$ cat src/verilog/balu_pkg.sv
// Constants, types and decode helpers of the byte ALU datapath
// Function
// - Add, or add with carry, writes the sum; updates Z C N V H; one clock.
// - Pair plus immediate writes the word back; updates Z C N V S; two clocks.
// - Subtract register or constant stores difference; updates Z C N V H; one clock.
// - Subtract with borrow also deducts carry; updates Z C N V H; one clock.
// - Pair minus immediate writes the word back; updates Z C N V S; two clocks.
// - AND with register or constant; updates only Z N V; one clock.
// - OR with register or constant; updates only Z N V; one clock.
// - Exclusive OR of two registers into destination; updates Z N V; one clock.
// - Bit set ORs a constant mask in; updates Z N V; one clock.
// - Bit clear ANDs with ones minus mask; updates Z N V; one clock.
// - Check ANDs register with itself, value unchanged; flags show contents; one clock.
// - Zeroing XORs register with itself; updates Z N V; one clock.
// - Products land in registers one and zero; update Z C; two clocks.
package balu_pkg;

   // ==========================================================
   // Register map and fields
   localparam logic [7:0] OFS_CMD        = 8'h00;
   localparam logic [7:0] OFS_STATUS     = 8'h04;
   localparam logic [7:0] OFS_RESULT     = 8'h08;
   localparam logic [7:0] OFS_REGS       = 8'h80;
   localparam int         CMD_OP_LSB     = 0;
   localparam int         CMD_RD_LSB     = 5;
   localparam int         CMD_RR_LSB     = 10;
   localparam int         CMD_IMM_LSB    = 16;
   localparam int         STAT_BUSY_BIT  = 0;
   localparam int         STAT_FLAGS_LSB = 8;
   localparam int         FLG_C          = 0;
   localparam int         FLG_Z          = 1;
   localparam int         FLG_N          = 2;
   localparam int         FLG_V          = 3;
   localparam int         FLG_S          = 4;
   localparam int         FLG_H          = 5;

   // ==========================================================
   // Reset values and fixed numbers
   localparam logic [7:0] FLAGS_RST      = 8'h00;
   localparam logic [4:0] REG_IDX_RST    = 5'h00;
   localparam logic [7:0] IMM_RST        = 8'h00;
   localparam logic [4:0] PROD_LO_REG    = 5'h00;
   localparam logic [4:0] PROD_HI_REG    = 5'h01;
   localparam logic [7:0] BYTE_ONES      = 8'hff;

   // ==========================================================
   // Timing
   localparam int         CLK_PERIOD_NS  = 50;
   localparam logic [1:0] OP_CLKS_SHORT  = 2'h1;
   localparam logic [1:0] OP_CLKS_LONG   = 2'h2;

   // ==========================================================
   // Operation and state codes
   typedef enum logic [4:0] {
      OP_ADD                = 5'h00,
      OP_ADD_CARRY          = 5'h01,
      OP_PAIR_PLUS_IMM      = 5'h02,
      OP_SUB                = 5'h03,
      OP_MINUS_CONST        = 5'h04,
      OP_MINUS_BORROW       = 5'h05,
      OP_MINUS_BORROW_CONST = 5'h06,
      OP_PAIR_MINUS_IMM     = 5'h07,
      OP_AND                = 5'h08,
      OP_MASK_CONST         = 5'h09,
      OP_OR                 = 5'h0a,
      OP_MERGE_CONST        = 5'h0b,
      OP_EXCL_DISJ          = 5'h0c,
      OP_BITS_SET           = 5'h0d,
      OP_BITS_CLEAR         = 5'h0e,
      OP_ZERO_SIGN_CHECK    = 5'h0f,
      OP_ZEROING            = 5'h10,
      OP_UNSIGNED_PRODUCT   = 5'h11,
      OP_SIGNED_PRODUCT     = 5'h12
   } balu_op_type;

   typedef enum logic [1:0] {
      ST_IDLE  = 2'b00,
      ST_FETCH = 2'b01,
      ST_EXEC  = 2'b10
   } balu_state_type;

   // ==========================================================
   // Decode helpers
   function automatic logic op_legal(input logic [4:0] code);
      return code <= 5'(OP_SIGNED_PRODUCT);
   endfunction : op_legal

   function automatic logic is_pair(input balu_op_type op);
      return op == OP_PAIR_PLUS_IMM || op == OP_PAIR_MINUS_IMM;
   endfunction : is_pair

   function automatic logic is_prod(input balu_op_type op);
      return op == OP_UNSIGNED_PRODUCT || op == OP_SIGNED_PRODUCT;
   endfunction : is_prod

   function automatic logic uses_imm(input balu_op_type op);
      return op inside {OP_MINUS_CONST, OP_MINUS_BORROW_CONST, OP_MASK_CONST,
                        OP_MERGE_CONST, OP_BITS_SET, OP_BITS_CLEAR};
   endfunction : uses_imm

   function automatic logic [1:0] op_clks(input balu_op_type op);
      return (is_pair(op) || is_prod(op)) ? OP_CLKS_LONG : OP_CLKS_SHORT;
   endfunction : op_clks

endpackage : balu_pkg

$ cat src/verilog/balu_regfile.sv
// Working register file with two registered read ports and one write port
`timescale 1ns/1ns
module balu_regfile #(
   parameter int DW = 8,
   parameter int AW = 5
) (
   input  wire logic          clk,
   input  wire logic [AW-1:0] rd_addr_a,
   input  wire logic [AW-1:0] rd_addr_b,
   output logic      [DW-1:0] rd_data_a,
   output logic      [DW-1:0] rd_data_b,
   input  wire logic          wr_en,
   input  wire logic [AW-1:0] wr_addr,
   input  wire logic [DW-1:0] wr_data
);

   logic [DW-1:0] mem [2**AW];

   // ==========================================================
   // Storage write
   always_ff @(posedge clk) begin
      if (wr_en) begin
         mem[wr_addr] <= wr_data;
      end
   end

   // ==========================================================
   // Registered reads, old data on a same-address write
   always_ff @(posedge clk) begin
      rd_data_a <= mem[rd_addr_a];
      rd_data_b <= mem[rd_addr_b];
   end

endmodule : balu_regfile

$ cat src/verilog/balu_top.sv
// Byte ALU datapath with working registers behind an APB slave
//
// The implementer's own choices: the placing of the registers and the APB interface to the registers.
`timescale 1ns/1ns
module balu_top
   import balu_pkg::*;
(
   input  wire logic        CORE_CLK,
   input  wire logic        RESET_N,
   input  wire logic        PSEL,
   input  wire logic        PENABLE,
   input  wire logic        PWRITE,
   input  wire logic [7:0]  PADDR,
   input  wire logic [31:0] PWDATA,
   output logic             PREADY,
   output logic      [31:0] PRDATA,
   output logic             PSLVERR
);

   balu_state_type st;
   balu_state_type next_st;
   balu_op_type    op;
   logic [4:0]     rd;
   logic [4:0]     rr;
   logic [7:0]     imm;
   logic           ex_cnt;
   logic           last;
   logic           busy;
   logic [7:0]     flags;
   logic [7:0]     pend_flags;
   logic [15:0]    result;
   logic [7:0]     a;
   logic [7:0]     b;
   logic [7:0]     opnd;
   logic           cin;
   logic [8:0]     sum9;
   logic [8:0]     dif9;
   logic [16:0]    w17;
   logic [15:0]    prod;
   logic [15:0]    r16;
   logic [7:0]     nf;
   logic [4:0]     rd_addr_a;
   logic [4:0]     rd_addr_b;
   logic           wr_en;
   logic [4:0]     wr_addr;
   logic [7:0]     wr_data;
   logic           acc;
   logic           wr_ok;
   logic           hit_cmd;
   logic           hit_stat;
   logic           hit_res;
   logic           hit_reg;
   logic           err;
   logic [31:0]    rword;

   // ==========================================================
   // Register decode
   assign acc      = PSEL & PENABLE;
   assign busy     = st != ST_IDLE;
   assign hit_cmd  = PADDR == OFS_CMD;
   assign hit_stat = PADDR == OFS_STATUS;
   assign hit_res  = PADDR == OFS_RESULT;
   assign hit_reg  = PADDR[7:2] >= OFS_REGS[7:2] && PADDR[1:0] == 2'h0;
   assign wr_ok    = acc & PREADY & ~PSLVERR & PWRITE;

   // Refuse unmapped, read-only writes, illegal codes, and register-file access or command/status writes while busy
   always_comb begin
      err = !(hit_cmd | hit_stat | hit_res | hit_reg);
      if (PWRITE & hit_res) begin
         err = 1'h1;
      end
      if (PWRITE & hit_cmd & !op_legal(PWDATA[CMD_OP_LSB +: 5])) begin
         err = 1'h1;
      end
      if (busy & (hit_reg | (PWRITE & (hit_cmd | hit_stat)))) begin
         err = 1'h1;
      end
   end

   // Read word selection
   always_comb begin
      rword = 32'h0;
      if (hit_cmd) begin
         rword[CMD_OP_LSB +: 5]  = op;
         rword[CMD_RD_LSB +: 5]  = rd;
         rword[CMD_RR_LSB +: 5]  = rr;
         rword[CMD_IMM_LSB +: 8] = imm;
      end else if (hit_stat) begin
         rword[STAT_BUSY_BIT]      = busy;
         rword[STAT_FLAGS_LSB +: 8] = flags;
      end else if (hit_res) begin
         rword[15:0] = result;
      end else begin
         rword[7:0] = a;
      end
   end

   // ==========================================================
   // APB answer: one wait state on every access
   always_ff @(posedge CORE_CLK) begin
      if (!RESET_N) begin
         PREADY <= 1'h0;
      end else begin
         PREADY <= acc & ~PREADY;
      end
   end

   // Read data and error, loaded in the first access cycle
   always_ff @(posedge CORE_CLK) begin
      if (!RESET_N) begin
         PRDATA  <= 32'h0;
         PSLVERR <= 1'h0;
      end else if (acc & ~PREADY) begin
         PRDATA  <= (err | PWRITE) ? 32'h0 : rword;
         PSLVERR <= err;
      end else if (!acc) begin
         PRDATA  <= 32'h0;
         PSLVERR <= 1'h0;
      end
   end

   // ==========================================================
   // Command latch, started by a write to the command register
   always_ff @(posedge CORE_CLK) begin
      if (!RESET_N) begin
         op  <= OP_ADD;
         rd  <= REG_IDX_RST;
         rr  <= REG_IDX_RST;
         imm <= IMM_RST;
      end else if (wr_ok & hit_cmd) begin
         op  <= balu_op_type'(PWDATA[CMD_OP_LSB +: 5]);
         rd  <= PWDATA[CMD_RD_LSB +: 5];
         rr  <= PWDATA[CMD_RR_LSB +: 5];
         imm <= PWDATA[CMD_IMM_LSB +: 8];
      end
   end

   // ==========================================================
   // Sequencer: fetch operands, then one or two execute clocks
   assign last = ({1'h0, ex_cnt} + 2'h1) == op_clks(op);

   always_comb begin
      next_st = st;
      unique case (st)
         ST_IDLE: begin
            if (wr_ok & hit_cmd) begin
               next_st = ST_FETCH;
            end
         end
         ST_FETCH: begin
            next_st = ST_EXEC;
         end
         ST_EXEC: begin
            if (last) begin
               next_st = ST_IDLE;
            end
         end
         default: begin
            next_st = ST_IDLE;
         end
      endcase
   end

   always_ff @(posedge CORE_CLK) begin
      if (!RESET_N) begin
         st <= ST_IDLE;
      end else begin
         st <= next_st;
      end
   end

   // Execute clock counter
   always_ff @(posedge CORE_CLK) begin
      if (!RESET_N) begin
         ex_cnt <= 1'h0;
      end else begin
         ex_cnt <= (st == ST_EXEC) && !last;
      end
   end

   // ==========================================================
   // Working registers
   assign rd_addr_a = busy ? rd : PADDR[6:2];
   assign rd_addr_b = is_pair(op) ? 5'(rd + 5'h01) : rr;

   balu_regfile #(
      .DW (8),
      .AW (5)
   ) u_regs (
      .clk       (CORE_CLK),
      .rd_addr_a (rd_addr_a),
      .rd_addr_b (rd_addr_b),
      .rd_data_a (a),
      .rd_data_b (b),
      .wr_en     (wr_en),
      .wr_addr   (wr_addr),
      .wr_data   (wr_data)
   );

   // Write port: low byte first clock, high byte second clock
   always_comb begin
      wr_en   = 1'h0;
      wr_addr = PADDR[6:2];
      wr_data = PWDATA[7:0];
      if (st == ST_EXEC) begin
         wr_en = 1'h1;
         if (!ex_cnt) begin
            wr_addr = is_prod(op) ? PROD_LO_REG : rd;
            wr_data = r16[7:0];
         end else begin
            wr_addr = is_prod(op) ? PROD_HI_REG : 5'(rd + 5'h01);
            wr_data = result[15:8];
         end
      end else if (wr_ok & hit_reg) begin
         wr_en = 1'h1;
      end
   end

   // ==========================================================
   // Arithmetic and logic
   assign opnd = uses_imm(op) ? imm : b;
   assign cin  = (op == OP_ADD_CARRY || op == OP_MINUS_BORROW ||
                  op == OP_MINUS_BORROW_CONST) & flags[FLG_C];
   assign sum9 = {1'h0, a} + {1'h0, opnd} + {8'h0, cin};
   assign dif9 = {1'h0, a} - {1'h0, opnd} - {8'h0, cin};
   assign w17  = (op == OP_PAIR_MINUS_IMM) ? {1'h0, b, a} - {9'h0, imm}
                                           : {1'h0, b, a} + {9'h0, imm};
   assign prod = (op == OP_SIGNED_PRODUCT) ? 16'($signed(a) * $signed(b))
                                           : 16'(a * b);

   // Result and next flags; untouched flags keep their value
   always_comb begin
      r16 = 16'h0;
      nf  = flags;
      unique case (op)
         OP_ADD, OP_ADD_CARRY: begin
            r16[7:0]  = sum9[7:0];
            nf[FLG_C] = sum9[8];
            nf[FLG_H] = (a[3] & opnd[3]) | (opnd[3] & ~r16[3]) | (~r16[3] & a[3]);
            nf[FLG_V] = (a[7] & opnd[7] & ~r16[7]) | (~a[7] & ~opnd[7] & r16[7]);
         end
         OP_SUB, OP_MINUS_CONST, OP_MINUS_BORROW, OP_MINUS_BORROW_CONST: begin
            r16[7:0]  = dif9[7:0];
            nf[FLG_C] = dif9[8];
            nf[FLG_H] = (~a[3] & opnd[3]) | (opnd[3] & r16[3]) | (r16[3] & ~a[3]);
            nf[FLG_V] = (a[7] & ~opnd[7] & ~r16[7]) | (~a[7] & opnd[7] & r16[7]);
         end
         OP_PAIR_PLUS_IMM, OP_PAIR_MINUS_IMM: begin
            r16       = w17[15:0];
            nf[FLG_C] = w17[16];
            nf[FLG_V] = (op == OP_PAIR_PLUS_IMM) ? ~b[7] & r16[15] : b[7] & ~r16[15];
         end
         OP_AND, OP_MASK_CONST: begin
            r16[7:0]  = a & opnd;
            nf[FLG_V] = 1'h0;
         end
         OP_OR, OP_MERGE_CONST, OP_BITS_SET: begin
            r16[7:0]  = a | opnd;
            nf[FLG_V] = 1'h0;
         end
         OP_EXCL_DISJ: begin
            r16[7:0]  = a ^ b;
            nf[FLG_V] = 1'h0;
         end
         OP_BITS_CLEAR: begin
            r16[7:0]  = a & (BYTE_ONES - opnd);
            nf[FLG_V] = 1'h0;
         end
         OP_ZERO_SIGN_CHECK: begin
            r16[7:0]  = a & a;
            nf[FLG_V] = 1'h0;
         end
         OP_ZEROING: begin
            r16[7:0]  = a ^ a;
            nf[FLG_V] = 1'h0;
         end
         OP_UNSIGNED_PRODUCT, OP_SIGNED_PRODUCT: begin
            r16       = prod;
            nf[FLG_C] = prod[15];
         end
      endcase
      if (is_pair(op) || is_prod(op)) begin
         nf[FLG_Z] = r16 == 16'h0;
      end else begin
         nf[FLG_Z] = r16[7:0] == 8'h00;
      end
      if (is_pair(op)) begin
         nf[FLG_N] = r16[15];
         nf[FLG_S] = r16[15] ^ nf[FLG_V];
      end else if (!is_prod(op)) begin
         nf[FLG_N] = r16[7];
      end
   end

   // ==========================================================
   // Result register, caught in the first execute clock
   always_ff @(posedge CORE_CLK) begin
      if (!RESET_N) begin
         result     <= 16'h0;
         pend_flags <= FLAGS_RST;
      end else if (st == ST_EXEC && !ex_cnt) begin
         result     <= r16;
         pend_flags <= nf;
      end
   end

   // Status flags: commit on the last execute clock, or software write
   always_ff @(posedge CORE_CLK) begin
      if (!RESET_N) begin
         flags <= FLAGS_RST;
      end else if (st == ST_EXEC && last) begin
         flags <= ex_cnt ? pend_flags : nf;
      end else if (wr_ok & hit_stat) begin
         flags <= PWDATA[STAT_FLAGS_LSB +: 8];
      end
   end

   logic ex0;
   assign ex0 = st == ST_EXEC && !ex_cnt;
endmodule : balu_top

$ cat config.mk
export PLATFORM = sky130hd
export DESIGN_NAME = balu_top
export DESIGN_NICKNAME = d
export VERILOG_FILES = /design/src/verilog/balu_pkg.sv /design/src/verilog/balu_regfile.sv /design/src/verilog/balu_top.sv
export SDC_FILE = /design/constraint.sdc
export NUM_CORES = 1
export LEC_CHECK = 0
export BUFFER_PORTS_ARGS = -buffer_cell sky130_fd_sc_hd__buf_2
export CAP_MARGIN = 20
export CELL_PAD_IN_SITES_DETAIL_PLACEMENT = 1
export CELL_PAD_IN_SITES_GLOBAL_PLACEMENT = 1
export CORE_ASPECT_RATIO = 0.75
export CORE_MARGIN = 3
export CORE_UTILIZATION = 44
export DETAILED_ROUTE_END_ITERATION = 16
export GPL_ROUTABILITY_DRIVEN = 1
export PLACE_DENSITY = 0.78
export SYNTH_ARGS = -nofsm -noshare
export SYNTH_HDL_FRONTEND = slang
export SYNTH_SLANG_ARGS = --single-unit
$ cat constraint.sdc
create_clock -name CORE_CLK -period 6.94 [get_ports CORE_CLK]
set_input_delay 2.082 -clock CORE_CLK [delete_from_list [all_inputs] [get_ports CORE_CLK]]
set_output_delay 2.082 -clock CORE_CLK [all_outputs]
set_load 0.05 [all_outputs]
# ---- After elaboration in Yosys (flattened, before gate mapping)
# Memory sizes are Yosys's and may differ from the RTL's. A register that Yosys moved wholly into a read port is not among the register bits.
# Index checks and enable logic that the tools add are counted.
dict set report word_totals {
  regBits 92
  mem_bits_rw 256
  in_bits 45
  out_inout_bits 34
  memories 1
}
# name depth width rd rd_ports_with_merged_regs wr line
set mem_list {}
lappend mem_list {u_regs.mem 32 8 2 2 1 balu_regfile.sv:17} ;# logic [DW-1:0] mem [2**AW];
dict set report classes {
  n_addsub 9
  n_mul 2
  order_cmp 2
  eq_ne 27
  n_mux 48
  bitwise_logic 58
  reduce_logical 31
}
# operator count
set op_table {}
lappend op_table {{$mux 8} 10}
lappend op_table {{$pmux 8 s10} 1}
lappend op_table {{$mux 32} 2}
lappend op_table {{$eq 5x4->1 const B} 8}
lappend op_table {{$mul 8x8->16} 2}
lappend op_table {{$and 1x1->1} 30}
lappend op_table {{$mux 5} 6}
lappend op_table {{$and 8x8->8} 3}
lappend op_table {{$mux 24} 1}
lappend op_table {{$eq 5x3->1 const B} 4}
lappend op_table {{$add 16x8->17} 1}
lappend op_table {{$mux 17} 1}
lappend op_table {{$sub 16x8->17} 1}
lappend op_table {{$logic_not 16->1} 1}
lappend op_table {{$logic_not 8->1} 2}
lappend op_table {{$mux 1} 16}
lappend op_table {{$mux 16} 1}
lappend op_table {{$pmux 8 s2} 1}
lappend op_table {{$xor 8x8->8} 2}
lappend op_table {{$eq 5x5->1 const B} 3}
lappend op_table {{$mux 15} 1}
lappend op_table {{$or 1x1->1} 11}
lappend op_table {{$eq 5x2->1 const B} 2}
lappend op_table {{$not 1->1} 10}
lappend op_table {{36 further kinds} 57}

# ---- Logic depth before layout (Yosys ltp)
dict set report logic_depth {
  depth_word 13
  mapped_depth 22
  ltp_nobuf 21
}

# ---- Hierarchy
# From an unflattened synthesis, not the netlist that was laid out.
dict set report unflattened {
  cells_unflattened 2005
  hier_area_um2 23809.1
}
# module instances cells_per_inst area_per_inst_um2 seq_area_each_um2
set modules_own_cells {}
lappend modules_own_cells {balu_regfile 1 532 12208.0 8007.7}
lappend modules_own_cells {balu_top 1 1473 11601.1 1681.6}

# ---- Worst setup path before layout
# Ideal clock, no wire load.
dict set report synth_path {
  path_type {reg-to-reg}
  start {register u_regs.rd_data_a[1] (read register of u_regs.mem)}
  end {memory u_regs.mem[0][6], data pin}
  setup_time_ns 0.454
  t_arrival_ns 5.126
  required_ns 6.486
  path_slack_ns 1.360
  path_stages_with_launch 16
  path_buffers 1
  path_cell_list {dfxtp_1 clkbuf_1 nand2_1 fa_1 fa_1 inv_1 ha_1 fa_1 ha_1 a211oi_1 o21ai_0 o22ai_1 a221oi_1 a22oi_1 mux2i_1 o21ai_0}
}
dict set report synth_via {
  elab_chain_len 5
  word_cells_on_any_way 13
  cone_classes {add/sub (6); mul (2); mux (5)}
}
# item line
set synth_lines {}
lappend synth_lines {{start: declaration} balu_regfile.sv:10} ;# output logic [DW-1:0] rd_data_a,
lappend synth_lines {{$mul 8x8->16 (tied with other cells)} balu_top.sv:229} ;# : 16'(a * b);
lappend synth_lines {{$mux 16 (tied with other cells)} balu_top.sv:228} ;# assign prod = (op == OP_SIGNED_PRODUCT) ? 16'($signed(a) * $signed(b))
lappend synth_lines {{$pmux 8 s10 *} balu_top.sv:235} ;# unique case (op)
lappend synth_lines {{$mux 8 *} balu_top.sv:207} ;# if (!ex_cnt) begin
lappend synth_lines {{$mux 8 *} balu_top.sv:205} ;# if (st == ST_EXEC) begin
lappend synth_lines {{via u_regs.wr_data[6]} balu_regfile.sv:14} ;# input wire logic [DW-1:0] wr_data
lappend synth_lines {{end: declaration} balu_regfile.sv:17}
# The timed path passes the listed nets; every way through them passes the cells marked *.

# ---- Worst setup path in the final report
dict set report layout_path {
  start {register u_regs.rd_data_a[4] (read register of u_regs.mem)}
  end {memory u_regs.mem[7][5], data pin}
}
# Same word-level chain as after synthesis.

==> metrics.txt <==
outcome=completed; Worst-Margin Slew=1.200 ns; first-pass GRT wire length=126.8 mm; Largest stage delay, worst path=0.99 ns; Max Fclk=0.1577 GHz; Tcrit/Tclk final=0.9139; CP top delay family=adder cells; Mean Syn Cell Area=9.625 um^2; largest net degree at the start of global routing=81; Die W=276.5 um; initial antenna violation count=4; post-synthesis async set-or-reset flop share=0; Ys Warns=0; Mapped Cells=2508; iteration-0 DRC count of the detailed router=2201; Data required, critical path=7.33 ns; Initial Utilization=0.4502; hold_buf cts=0; CP arrival=6.73 ns; row count=73; origin of the worst setup path=u_regs.rd_data_a[4]; FF-to-FF End=u_regs.mem[7][5]; top cell type's share of synthesized area=0.3185; Multi-input gate area=13160 um^2; total track usage=0.2845; Die H=208.8 um; CP max stage cell=dfxtp_1; TritonCTS buffer count=39; CP endpoint=u_regs.mem[7][5]; R2R cell count=17; Layout area overhead=9.843%; Final Hold Viols=0; final WL=83.52 mm; minimum clock period=6.343 ns; Post-Syn Area=24140 um^2; vias in the first global route=20736; CP Max Fanout=18; H-tree Lvls=2; # port buffers=62; critical path's most frequent cell=inv_1; fillers=5937; Worst R2R Setup Slack=0.60 ns; TritonCTS clock tree=done; Post-synth EDFFs=256; Final Non-Filler Cells=3256; FF+latch count, synth=356; Clock transition at path regs=0.07 ns; worst hold slack=0.4650 ns; r2r startpoint=u_regs.rd_data_a[4]; Final TNS setup=0 ns; most frequent cells in the layout=524 x nand2_1, 256 x edfxtp_1, 202 x inv_1; Setup Skew=0.02150 ns; Reg area=9689 um^2; die area=57740 um^2; max-slew violations=0; CP Buf/Inv Count=5; peak supply drop=0.2048 mV; Synth area leaders=edfxtp_1 32%, dfxtp_1 8.3%, nand2_1 8.2%; PostCTS Resize Cnt=0; CTS max path bufs=3; Netlist cell types=86; Root Buffer=clkbuf_16; element type at the critical path end=register; Total Power=6.004 mW; clk_lat worst skew=0.56 ns; Synth area leader=edfxtp_1; # IOs=79; Post-DP HPWL=60.03 mm; Vias/cell=6.199; sequential fraction of the synthesis area=0.4014; ANT nets after route=0; Critical Path Stages=17; commonest non-fill, non-tap cell in the layout=nand2_1; WS Path Type=register to register; CTS Sinks=356; TritonRoute pass-1 iters=8; Final Wtd Congestion=0.9299; layout cells sized above 1=0.1097; Setup-failing EPs final=0; top_reg_cell synth=edfxtp_1; # DRC=0; Rel. slew slack=0.1973; core footprint=53620 um^2; Wirelength per Cell=25.65 um; critical path launch point type=register; vias post-DR=20185; Post-CTS Setup Inserts=0; RSZ-0062 raised after global routing=no; placed cells=3185; CP Cell Sequence=nand2_1 > inv_1 > ha_1 > fa_1 > ha_1 > inv_1 > fa_1 > inv_1 > ha_1 > inv_1 > fa_1 > o21ai_0 > a221oi_1 > a32oi_1 > nand2_1 > a31oi_2 > buf_4; Final Net Count=2771; worst hold path type=register to register; leakage=10.33 nW; Max Cap Violations=0; power per cell area=226.4 nW/um^2; grt total ovfl=0
## sequential cells by signal (all words and copies together) (netlist names)
signal	flops
PRDATA	24
PREADY	1
PSLVERR	1
ex_cnt	1
flags	8
imm	8
op	5
pend_flags	8
rd	5
result	16
rr	5
st	2
u_regs.mem	256
u_regs.rd_data_a	8
u_regs.rd_data_b	8
## report_power, final
group | leakage (nW) | switching, mW | total [mW] | internal (mW)
Sequential | 3.11 | 0.0253 | 2.31 | 2.28
Combinational | 6.64 | 1.02 | 1.68 | 0.663
Clock | 0.584 | 0.872 | 2.02 | 1.14
## synth_stat cells, types with 8 or more instances
master and instances:
nand2_1 525, edfxtp_1 256, inv_1 203, nor2_1 133, ha_1 117, nand3_1 110, a21oi_1 106, clkbuf_1 106
dfxtp_1 100, o21ai_0 93, fa_1 91, mux4_2 64, a311oi_1 48, xnor2_1 44, and3_1 43, and2_1 35
buf_2 29, a211oi_1 28, a31oi_1 26, mux2i_1 26, a21o_1 22, nor3_1 22, nand2b_1 20, a22o_1 19
xor2_1 19, a221oi_1 14, o21a_1 14, nor2b_1 12, o211ai_1 12, o22ai_1 10, buf_1 9, buf_4 9
o21bai_1 9, a22oi_1 8, nor4_1 8
## final cells by class
| class | count | share of cell area |
|---|---|---|
| diodes | 1 | 0.00009438 |
| clock buffers | 50 | 0.03950 |
| clock inverters | 16 | 0.005615 |
| inverters | 204 | 0.02888 |
| multi-input cells | 1798 | 0.4961 |
| flip-flops and latches | 356 | 0.3654 |
| well taps | 712 | 0.03360 |
| repair buffers | 119 | 0.03077 |
## worst register-to-register path, stage by stage, from the launching register on
cell,delay [ns]
dfxtp_1,0.99
nand2_1,0.25
inv_1,0.11
ha_1,0.25
fa_1,0.47
ha_1,0.28
inv_1,0.04
fa_1,0.44
inv_1,0.08
ha_1,0.19
inv_1,0.07
fa_1,0.51
o21ai_0,0.28
a221oi_1,0.18
a32oi_1,0.55
nand2_1,0.14
a31oi_2,0.98
buf_4,0.36
## how the worst min path moves through the flow
stage                  startpoint            end  slack, ns  depth (start not counted)
CTS                     result[7]      result[7]       0.47                          2
global placement        result[7]      result[7]       0.44                          2
detailed placement     PRDATA[21]     PRDATA[21]       0.46                          1
finish                  result[5]      result[5]       0.46                          2
global route        pend_flags[6]  pend_flags[6]       0.48                          2
floorplan           pend_flags[6]  pend_flags[6]       0.44                          2
## through the flow
| step | setup slack [ns] | cell area, um^2 | util |
|---|---|---|---|
| 4_1_cts | 0.6552 | 26430 | 0.4930 |
| 5_1_grt | 0.2561 | 26510 | 0.4945 |
| 3_5_place_dp | 0.7007 | 25230 | 0.4707 |
| 3_3_place_gp | 0.8483 | 25230 | 0.4707 |
| 2_1_floorplan | 1.360 | 24170 | - |
| 6_report | 0.5975 | 26520 | 0.4946 |
## metal layers
| metal | share of wire | vias to the layer above | global-route usage |
|---|---|---|---|
| met5 | 0 | - | 0 |
| met4 | 0.020 | 0 | 0.06060 |
| met3 | 0.093 | 131 | 0.04736 |
| met2 | 0.45 | 935 | 0.4511 |
| met1 | 0.43 | 10257 | 0.4125 |
| li1 | - | 8862 | - |
## cell families after synthesis
kind of cell	count (synthesis)	share of synthesized area
fa+ha+maj	208	0.1361
simple gates	954	0.1756
flops	356	0.4014
mux	95	0.07293
other cells	1	0.0001553
compound gates	470	0.1310
buf+inv	361	0.06002
xor+xnor	63	0.02286
Note: power is estimated with default switching activity, not from simulation.
